===== src/logic/drr_pkg.sv =====
// Constants and carriers for the DRAM refresh requester.
// Assumes a single system clock; parameter words sit at even offsets in a byte-addressed RAM window.
package drr_pkg;

  // ****************************************
  // Parameter word offsets
  // ****************************************
  localparam logic [11:0] OFS_START_HIGH_FC = 12'h0570;
  localparam logic [11:0] OFS_START_LOW     = 12'h0572;
  localparam logic [11:0] OFS_ROW_STEP      = 12'h0574;
  localparam logic [11:0] OFS_ROW_TOTAL     = 12'h0576;
  localparam logic [11:0] OFS_NEXT_HIGH_FC  = 12'h0578;
  localparam logic [11:0] OFS_NEXT_LOW      = 12'h057A;
  localparam logic [11:0] OFS_ROWS_LEFT     = 12'h057C;
  localparam logic [11:0] OFS_SPARE_WORD    = 12'h057E;
  localparam logic [11:0] OFS_BERR_CHANNEL  = 12'h067C;

  // ****************************************
  // Field layout and values
  // ****************************************
  localparam int          FC_LSB          = 12;
  localparam int          FC_MSB          = 14;
  localparam int          HADDR_MSB       = 7;
  localparam logic [15:0] HIGH_WORD_MASK  = 16'h70FF;
  localparam logic [15:0] BERR_CODE       = 16'h0001;
  localparam logic [15:0] PARAM_RESET     = 16'h0000;

  typedef enum logic [1:0] {
    DRR_IDLE,
    DRR_REQ,
    DRR_CYC,
    DRR_ERR
  } drr_state_e;

  // Bus cycle request toward the shared bus unit
  typedef struct packed {
    logic        valid;
    logic [23:0] addr;
    logic [2:0]  fc;
    logic        uds;
    logic        lds;
  } drr_bus_req_s;

  // Parameter RAM access from the core
  typedef struct packed {
    logic        wr;
    logic        rd;
    logic [11:0] addr;
    logic [15:0] wdata;
  } drr_pram_req_s;

endpackage


===== src/logic/drr_refresh.sv =====
// DRAM refresh requester: parameter words, request capture and bus cycle issue.
// Assumes a shared bus unit runs the serial-DMA style cycle and reports done/error.
// What this block does
// - Each refresh is a serial-DMA style byte read bus cycle.
// - Bus-clear request asserted from the cycle after the refresh cycle starts until bus grant, as for serial DMA.
// - Start-high word: function code bits 14..12, high address bits 7..0.
// - Bus error on refresh writes 0x0001 to bus-error channel word 0x67C.
// - Shares error code with first receive channel, otherwise independent.
// - One refresh read cycle per pending request; requests accepted while one is pending add no cycle, except one accepted in the cycle that refresh starts.
// - Enable set: falling edge on request pin starts refresh; clear: ignored.
// - Parameter words cleared to zero at reset, written before use, always readable.
// - When each cycle starts the working pointer advances by the row step.
// - After row-count cycles the pointer wraps to the start address.
// - Working words hold next address and function code, start-word layout.
// - Working count holds cycles left; software zeroes it before enabling.
// - Start-low word gives lower 16 bits of the 24-bit start address.
// - Pending refresh is served ahead of serial channels and commands.
// - Odd address asserts lower strobe only; even asserts upper only.
// - No refresh cycle starts while reset, halt or bus error is active.
`timescale 1ns/10ps
`default_nettype none
module drr_refresh (
  // Clock and reset
  input  wire logic                   ref_clk,
  input  wire logic                   rst,
  // Request pin and enable
  input  wire logic                   refresh_request_pin,
  input  wire logic                   ext_risc_request_enable,
  // Bus exceptions
  input  wire logic                   bus_exception,
  // Parameter RAM port
  input  wire drr_pkg::drr_pram_req_s pram_req,
  output logic [15:0]                 pram_rdata,
  // Bus cycle
  output drr_pkg::drr_bus_req_s       bus_req,
  output logic                        bus_clear_req,
  input  wire logic                   bus_grant,
  input  wire logic                   bus_done,
  input  wire logic                   bus_error,
  // Scheduler and error report
  output logic                        refresh_pending,
  output logic                        berr_wr,
  output logic [11:0]                 berr_addr,
  output logic [15:0]                 berr_data
);
  import drr_pkg::*;

  // ****************************************
  // Request capture
  // ****************************************
  logic       fall_pulse;
  logic       pend_q;
  drr_state_e state_q;
  drr_state_e state_d;

  drr_edge_sync u_sync (
    .ref_clk    (ref_clk),
    .rst        (rst),
    .pin_in     (refresh_request_pin),
    .fall_pulse (fall_pulse)
  );

  wire accept_req = fall_pulse & ext_risc_request_enable;
  wire start_cyc  = (state_q == DRR_IDLE) & pend_q & ~bus_exception;
  wire cyc_end    = (state_q == DRR_CYC) & bus_done;

  always_ff @(posedge ref_clk or posedge rst) begin
    if (rst) begin
      pend_q <= 1'b0;
    end else if (accept_req) begin
      pend_q <= 1'b1;
    end else if (start_cyc) begin
      pend_q <= 1'b0;
    end
  end

  assign refresh_pending = pend_q;

  // ****************************************
  // Parameter words
  // ****************************************
  logic [15:0] start_high_q;
  logic [15:0] start_low_q;
  logic [15:0] row_step_q;
  logic [15:0] row_total_q;
  logic [15:0] next_high_q;
  logic [15:0] next_low_q;
  logic [15:0] rows_left_q;
  logic [15:0] spare_q;

  wire wr_sh = pram_req.wr & (pram_req.addr == OFS_START_HIGH_FC);
  wire wr_sl = pram_req.wr & (pram_req.addr == OFS_START_LOW);
  wire wr_rs = pram_req.wr & (pram_req.addr == OFS_ROW_STEP);
  wire wr_rt = pram_req.wr & (pram_req.addr == OFS_ROW_TOTAL);
  wire wr_nh = pram_req.wr & (pram_req.addr == OFS_NEXT_HIGH_FC);
  wire wr_nl = pram_req.wr & (pram_req.addr == OFS_NEXT_LOW);
  wire wr_rl = pram_req.wr & (pram_req.addr == OFS_ROWS_LEFT);
  wire wr_sp = pram_req.wr & (pram_req.addr == OFS_SPARE_WORD);

  // Reload at zero count before the cycle
  wire reload = start_cyc & (rows_left_q == PARAM_RESET);

  wire [15:0] cur_high = reload ? start_high_q : next_high_q;
  wire [15:0] cur_low  = reload ? start_low_q : next_low_q;
  wire [15:0] cur_left = reload ? row_total_q : rows_left_q;

  // 24-bit address and advance
  wire [23:0] cur_addr  = {cur_high[HADDR_MSB:0], cur_low};
  wire [23:0] step_addr = cur_addr + {8'h00, row_step_q};

  logic [23:0] addr_q;
  logic [2:0]  fc_q;
  logic [15:0] left_q;

  always_ff @(posedge ref_clk or posedge rst) begin
    if (rst) begin
      start_high_q <= PARAM_RESET;
      start_low_q  <= PARAM_RESET;
      row_step_q   <= PARAM_RESET;
      row_total_q  <= PARAM_RESET;
      spare_q      <= PARAM_RESET;
    end else begin
      if (wr_sh) start_high_q <= pram_req.wdata & HIGH_WORD_MASK;
      if (wr_sl) start_low_q <= pram_req.wdata;
      if (wr_rs) row_step_q <= pram_req.wdata;
      if (wr_rt) row_total_q <= pram_req.wdata;
      if (wr_sp) spare_q <= pram_req.wdata;
    end
  end

  // Working words: software writes, or hardware update as each cycle starts
  always_ff @(posedge ref_clk or posedge rst) begin
    if (rst) begin
      next_high_q <= PARAM_RESET;
      next_low_q  <= PARAM_RESET;
      rows_left_q <= PARAM_RESET;
      addr_q      <= 24'h00_0000;
      fc_q        <= 3'h0;
      left_q      <= PARAM_RESET;
    end else begin
      if (start_cyc) begin
        addr_q <= cur_addr;
        fc_q   <= cur_high[FC_MSB:FC_LSB];
        left_q <= cur_left;
        next_high_q <= {1'b0, cur_high[FC_MSB:FC_LSB], 4'h0, step_addr[23:16]};
        next_low_q  <= step_addr[15:0];
        rows_left_q <= cur_left - 16'h0001;
      end else begin
        if (wr_nh) next_high_q <= pram_req.wdata & HIGH_WORD_MASK;
        if (wr_nl) next_low_q <= pram_req.wdata;
        if (wr_rl) rows_left_q <= pram_req.wdata;
      end
    end
  end

  // ****************************************
  // Read back
  // ****************************************
  logic [15:0] rdata_d;
  assign rdata_d = (pram_req.addr == OFS_START_HIGH_FC) ? start_high_q :
                   (pram_req.addr == OFS_START_LOW)     ? start_low_q :
                   (pram_req.addr == OFS_ROW_STEP)      ? row_step_q :
                   (pram_req.addr == OFS_ROW_TOTAL)     ? row_total_q :
                   (pram_req.addr == OFS_NEXT_HIGH_FC)  ? next_high_q :
                   (pram_req.addr == OFS_NEXT_LOW)      ? next_low_q :
                   (pram_req.addr == OFS_ROWS_LEFT)     ? rows_left_q :
                   (pram_req.addr == OFS_SPARE_WORD)    ? spare_q : 16'h0000;

  always_ff @(posedge ref_clk or posedge rst) begin
    if (rst) begin
      pram_rdata <= 16'h0000;
    end else if (pram_req.rd) begin
      pram_rdata <= rdata_d;
    end
  end

  // ****************************************
  // Bus cycle sequencer
  // ****************************************
  always_comb begin
    state_d = state_q;
    case (state_q)
      DRR_IDLE: begin
        if (start_cyc) state_d = DRR_REQ;
      end
      DRR_REQ: begin
        if (bus_grant) state_d = DRR_CYC;
      end
      DRR_CYC: begin
        if (bus_error) state_d = DRR_ERR;
        else if (bus_done) state_d = DRR_IDLE;
      end
      DRR_ERR: begin
        state_d = DRR_IDLE;
      end
      default: begin
        state_d = DRR_IDLE;
      end
    endcase
  end

  always_ff @(posedge ref_clk or posedge rst) begin
    if (rst) begin
      state_q <= DRR_IDLE;
    end else begin
      state_q <= state_d;
    end
  end

  // Byte read: one strobe by address parity
  assign bus_req.valid = (state_q == DRR_REQ) | (state_q == DRR_CYC);
  assign bus_req.addr  = addr_q;
  assign bus_req.fc    = fc_q;
  assign bus_req.uds   = bus_req.valid & ~addr_q[0];
  assign bus_req.lds   = bus_req.valid & addr_q[0];
  assign bus_clear_req = (state_q == DRR_REQ);

  // Error report to the shared channel word
  assign berr_wr   = (state_q == DRR_ERR);
  assign berr_addr = OFS_BERR_CHANNEL;
  assign berr_data = BERR_CODE;

  // ****************************************
  // Checks
  // ****************************************
  property p_one_strobe;
    @(posedge ref_clk) disable iff (rst) bus_req.valid |-> (bus_req.uds ^ bus_req.lds);
  endproperty
  a_one_strobe: assert property (p_one_strobe) else $error("two strobes");

  property p_no_start_exc;
    @(posedge ref_clk) disable iff (rst) bus_exception |-> !start_cyc;
  endproperty
  a_no_start_exc: assert property (p_no_start_exc) else $error("start under exception");

  property p_disabled;
    @(posedge ref_clk) disable iff (rst) (!pend_q && !ext_risc_request_enable) |=> !pend_q;
  endproperty
  a_disabled: assert property (p_disabled) else $error("request while disabled");

  property p_berr;
    @(posedge ref_clk) disable iff (rst)
      (state_q == DRR_CYC && bus_error) |=> berr_wr && berr_data == 16'h0001 && berr_addr == 12'h67C;
  endproperty
  a_berr: assert property (p_berr) else $error("bus error not reported");

  property p_step;
    @(posedge ref_clk) disable iff (rst)
      start_cyc |=> {next_high_q[7:0], next_low_q} == addr_q + {8'h00, row_step_q};
  endproperty
  a_step: assert property (p_step) else $error("pointer not advanced");

  property p_reload;
    @(posedge ref_clk) disable iff (rst)
      (start_cyc && rows_left_q == 16'h0000) |=> addr_q == {$past(start_high_q[7:0]), $past(start_low_q)};
  endproperty
  a_reload: assert property (p_reload) else $error("no wrap to start");

  property p_count;
    @(posedge ref_clk) disable iff (rst) start_cyc |=> rows_left_q == left_q - 16'h0001;
  endproperty
  a_count: assert property (p_count) else $error("count not decremented");

  property p_clear;
    @(posedge ref_clk) disable iff (rst) start_cyc |=> bus_clear_req;
  endproperty
  a_clear: assert property (p_clear) else $error("no bus clear");

  property p_once;
    @(posedge ref_clk) disable iff (rst) start_cyc && !accept_req |=> !pend_q;
  endproperty
  a_once: assert property (p_once) else $error("request serviced twice");

  property p_fc;
    @(posedge ref_clk) disable iff (rst) start_cyc |=> next_high_q[14:12] == bus_req.fc;
  endproperty
  a_fc: assert property (p_fc) else $error("function code mismatch");

  property p_hold_req;
    @(posedge ref_clk) disable iff (rst)
      (state_q == DRR_REQ && !bus_grant) |=> bus_req.valid && bus_clear_req && $stable(bus_req.addr);
  endproperty
  a_hold_req: assert property (p_hold_req) else $error("request dropped before grant");

  property p_pend_set;
    @(posedge ref_clk) disable iff (rst) accept_req |=> pend_q;
  endproperty
  a_pend_set: assert property (p_pend_set) else $error("enabled request lost");

  property p_berr_pulse;
    @(posedge ref_clk) disable iff (rst) berr_wr |=> !berr_wr;
  endproperty
  a_berr_pulse: assert property (p_berr_pulse) else $error("error report repeated");

  c_cycle: cover property (@(posedge ref_clk) disable iff (rst) cyc_end);
  c_error: cover property (@(posedge ref_clk) disable iff (rst) berr_wr);
  c_wrap:  cover property (@(posedge ref_clk) disable iff (rst) reload);
  c_held:  cover property (@(posedge ref_clk) disable iff (rst) bus_exception && pend_q);
endmodule
`default_nettype wire


===== src/logic/drr_edge_sync.sv =====
// Two-stage synchroniser with falling edge detect.
// Assumes the pin is asynchronous to ref_clk.
`timescale 1ns/10ps
`default_nettype none
module drr_edge_sync (
  // Clock and reset
  input  wire logic ref_clk,
  input  wire logic rst,
  // Pin and edge
  input  wire logic pin_in,
  output logic      fall_pulse
);
  logic meta_q;
  logic sync_q;
  logic last_q;

  always_ff @(posedge ref_clk or posedge rst) begin
    if (rst) begin
      meta_q <= 1'b1;
      sync_q <= 1'b1;
      last_q <= 1'b1;
    end else begin
      meta_q <= pin_in;
      sync_q <= meta_q;
      last_q <= sync_q;
    end
  end

  assign fall_pulse = last_q & ~sync_q;
endmodule
`default_nettype wire


===== config.mk =====
export PLATFORM = sky130hd
export DESIGN_NAME = drr_refresh
export DESIGN_NICKNAME = d
export VERILOG_FILES = /design/src/logic/drr_pkg.sv /design/src/logic/drr_refresh.sv /design/src/logic/drr_edge_sync.sv
export SDC_FILE = /design/constraint.sdc
export NUM_CORES = 1
export LEC_CHECK = 0
export BUFFER_PORTS_ARGS = -buffer_cell sky130_fd_sc_hd__buf_2
export CORE_ASPECT_RATIO = 0.8
export CORE_MARGIN = 5
export CORE_UTILIZATION = 56
export CTS_CLUSTER_SIZE = 25
export DETAILED_ROUTE_END_ITERATION = 10
export PLACE_DENSITY = 0.77
export SLEW_MARGIN = 20
export SYNTH_ARGS = -nofsm -noshare
export SYNTH_HDL_FRONTEND = slang
export SYNTH_SLANG_ARGS = --single-unit
export TNS_END_PERCENT = 30

===== constraint.sdc =====
create_clock -name ref_clk -period 9.4 [get_ports ref_clk]
set_input_delay 1.41 -clock ref_clk [delete_from_list [all_inputs] [get_ports ref_clk]]
set_output_delay 1.41 -clock ref_clk [all_outputs]
set_load 0.01 [all_outputs]

==> results.cfg <==
[timing]
hold_viol_final = 0
fin_setup_tns_ns = 0
slew_viol_final = 0
fin_crit_sh_pct = 62.40
rsz0062_at_grt = no
finalCriticalPeriod_ns = 5.866
setup_ws_ns = 3.534
worst_pin_slew_ns = 1.099
slew_headroom_pct = 26.73
max_freq_mhz = 170.5
skew_ns = 0.009612
finalSetupViolations = 0

[global_route]
grt_pass1_vias = 7757
antenna_found_initial = 1
grt_max_degree = 110
grt-ovfl-total = 0
grt_pass1_wl_um = 44590
grtUsageTotal_pct = 29.04

[setup_path]
reg2reg_from = state_q[0]$_DFFE_PP0P_
critPathCaptureType = flip-flop
critPathLaunchType = input pin
crit_start = bus_exception
arrival_ns = 6.19
critPathRequiredTime_ns = 9.73
crit_fanout = 64
rr_worst_depth = 19
criticalPathCategory = in2reg

[routing]
via_per_inst = 6.494
wire_per_inst_um = 22.34
vias = 8260
wirelength_um = 28420
drc_errors = 0
drtIter0Drc = 1241
drtAntennaViolNets = 0
first_pass_iters = 8

[worst_hold_path]
hold_path_class = reg2reg
hold_path_depth = 0
hold_path_startpoint = u_sync.meta_q$_DFF_PP1_

[clocking]
root_buffer = clkbuf_16
cts_buffers = 17
ctsResizeCount = 0
cts_setup_buffers = 0
path_clk_slew_ns = 0.07
cts.sinks = 167
insertion_delay_ns = 0.44
ctsHoldBuffers = 0
cts-htree-levels = 4
cts_tree = yes
clk_path_buf_depth = 2

[job]
cap_violations = 0

[run_status]
status = finished, final reports clean

[yosys]
syn_area_mm2 = 0.009468
synthCells = 976
synth_commonest_cells = nand2_1 (165), dfrtp_1 (164), mux2_2 (66)
synth_edf_count = 0
synth_cell_types = 80
synthTopCellsByArea = dfrtp_1 (43%), mux2_2 (7.8%), nand2_1 (6.5%)
synthMostInstantiatedCell = nand2_1
yosys.area.top_type = dfrtp_1
synth_warnings = 0
synthArstFlopShare_pct = 100.0
syn_avg_cell_area_um2 = 9.701
synth_seq_cells = 167
synth_top_flop_cell = dfrtp_1
yosysSeqAreaShare_pct = 44.18
synth_top_area_share_pct = 43.35

[final_layout]
post-route-util_pct = 63.47
nFillCells = 1358
fin_nets = 1100
drive_gt1_share_pct = 20.44
num_antenna_cells = 0
area_growth_pct = 10.97
final_cells = 1272

[power]
clkPwrFrac_pct = 35.7
leakage_nw = 5.181
power_frac_comb_pct = 19.5
netSwitchingFraction_pct = 32.49
switchingPower_uw = 647.4
cellInternalPower_mw = 1.345
finalPower_mw = 1.993
p_seq_share_pct = 44.7
vdd_drop_max_v = 0.0001223
p_per_area_mw_per_mm2 = 189.7

[floorplanning]
dieArea_mm2 = 0.01962
initial_core_util_pct = 57.20
row_count = 42
die_y_um = 126.3
core_area_mm2 = 0.01655
chipWidth_um = 155.4
ios = 115

[placement]
place_hpwl_um = 19730
gp_congestion = 0.9579
portBuffers = 86
place_inst = 1240
pre_cts_slack_ns = 3.207
state kept, by name (all words and copies together), names as in the netlist, 11 cells and up:
register      cells
addr_q           24
next_high_q      11
next_low_q       16
pram_rdata       16
row_step_q       16
row_total_q      16
rows_left_q      16
spare_q          16
start_high_q     11
start_low_q      16
area by class of cell:
type | instances | area [um2] | share of cell area, %
clock buffer | 20 | 456.7 | 4.347
tap | 220 | 275.3 | 2.620
timing repair buffer | 96 | 505.5 | 4.811
inverter | 18 | 72.57 | 0.6907
sequential | 167 | 4183 | 39.81
clock inverter | 12 | 138.9 | 1.322
multi-input combinational | 739 | 4875 | 46.40
cells in the final DEF (no fill, tap or decap), types with 7 or more instances in the layout:
cell type	netlist	final
a31oi_1	9	9
mux2i_1	25	25
o21ai_0	30	30
inv_1	17	16
nor3_1	13	13
conb_1	2	28
nand2b_1	13	13
o22ai_1	15	15
a211oi_1	12	12
a21oi_1	61	61
ha_1	22	22
xor2_1	10	10
buf_4	28	10
clkbuf_16	0	17
o21ai_1	20	20
a222oi_1	10	10
buf_2	2	86
nand3_1	21	21
a2111oi_0	10	10
a221oi_1	8	8
a22o_1	7	7
nand2_1	165	165
a22oi_1	7	7
o221ai_1	13	13
mux2_1	15	15
xnor2_1	11	11
nor2_1	54	53
mux2_2	66	66
and3_1	10	10
dfrtp_1	164	164
cells by family after synthesis:
kind of cell / count (synthesis) / synth area share [%]
buf+inv: 96 / 5.511
compound gates: 240 / 17.14
fa+ha+maj: 23 / 3.119
mux: 106 / 12.28
flops: 167 / 44.18
simple gates: 321 / 15.75
other cells: 2 / 0.07932
xor+xnor: 21 / 1.943
routing by layer:
layer,vias to the layer above,share of wire (%),GRT usage (%)
met5,-,0.046,0
met4,2,1.9,8.029
met3,51,13,7.150
met2,520,44,41.76
met1,4053,41,43.93
li1,3634,-,-
final timing paths:
path / end / slack [ns]
max: next_high_q[6]$_DFFE_PP0P_ / 3.53
min: u_sync.sync_q$_DFF_PP1_ / 0.36
max in group asynchronous: pram_rdata[8]$_DFFE_PP0P_ / 6.92
min in group asynchronous: rows_left_q[4]$_DFFE_PP0P_ / 1.17
max reg2reg: next_high_q[6]$_DFFE_PP0P_ / 3.84
min reg2reg: u_sync.sync_q$_DFF_PP1_ / 0.36
metrics by stage:
stage | hold slack, ns | cell area (um2)
2_1_floorplan | 0.3452 | 9565
3_3_place_gp | 0.3466 | 9911
3_5_place_dp | 0.3468 | 9911
4_1_cts | 0.3569 | 10510
5_1_grt | 0.3584 | 10510
6_report | 0.3563 | 10510
worst max-delay path, stage by stage:
cell and delay, ns:
buf_2 0.10, nand3b_4 0.67, nor4_2 0.54, and2_1 0.19, buf_4 0.42, nand2_1 0.10
nand2_1 0.10, ha_1 0.21, inv_1 0.07, fa_1 0.42, nor2b_1 0.17, o31a_1 0.19
o21ai_1 0.13, o221ai_1 0.30, a21oi_1 0.16, a211o_1 0.37, or3_1 0.38, a31o_1 0.22
power by group through the flow:
| stage | clock (mW) | combinational (mW) | sequential (mW) |
|---|---|---|---|
| finish | 0.712 | 0.390 | 0.891 |
| global route | 0.746 | 0.435 | 0.901 |
| CTS | 0.717 | 0.390 | 0.886 |
| detailed placement | 0 | 0.388 | 0.896 |
| global placement | 0 | 0.375 | 0.895 |
| floorplan | 0 | 0.275 | 0.875 |
Power figures use the tool's default switching activity.
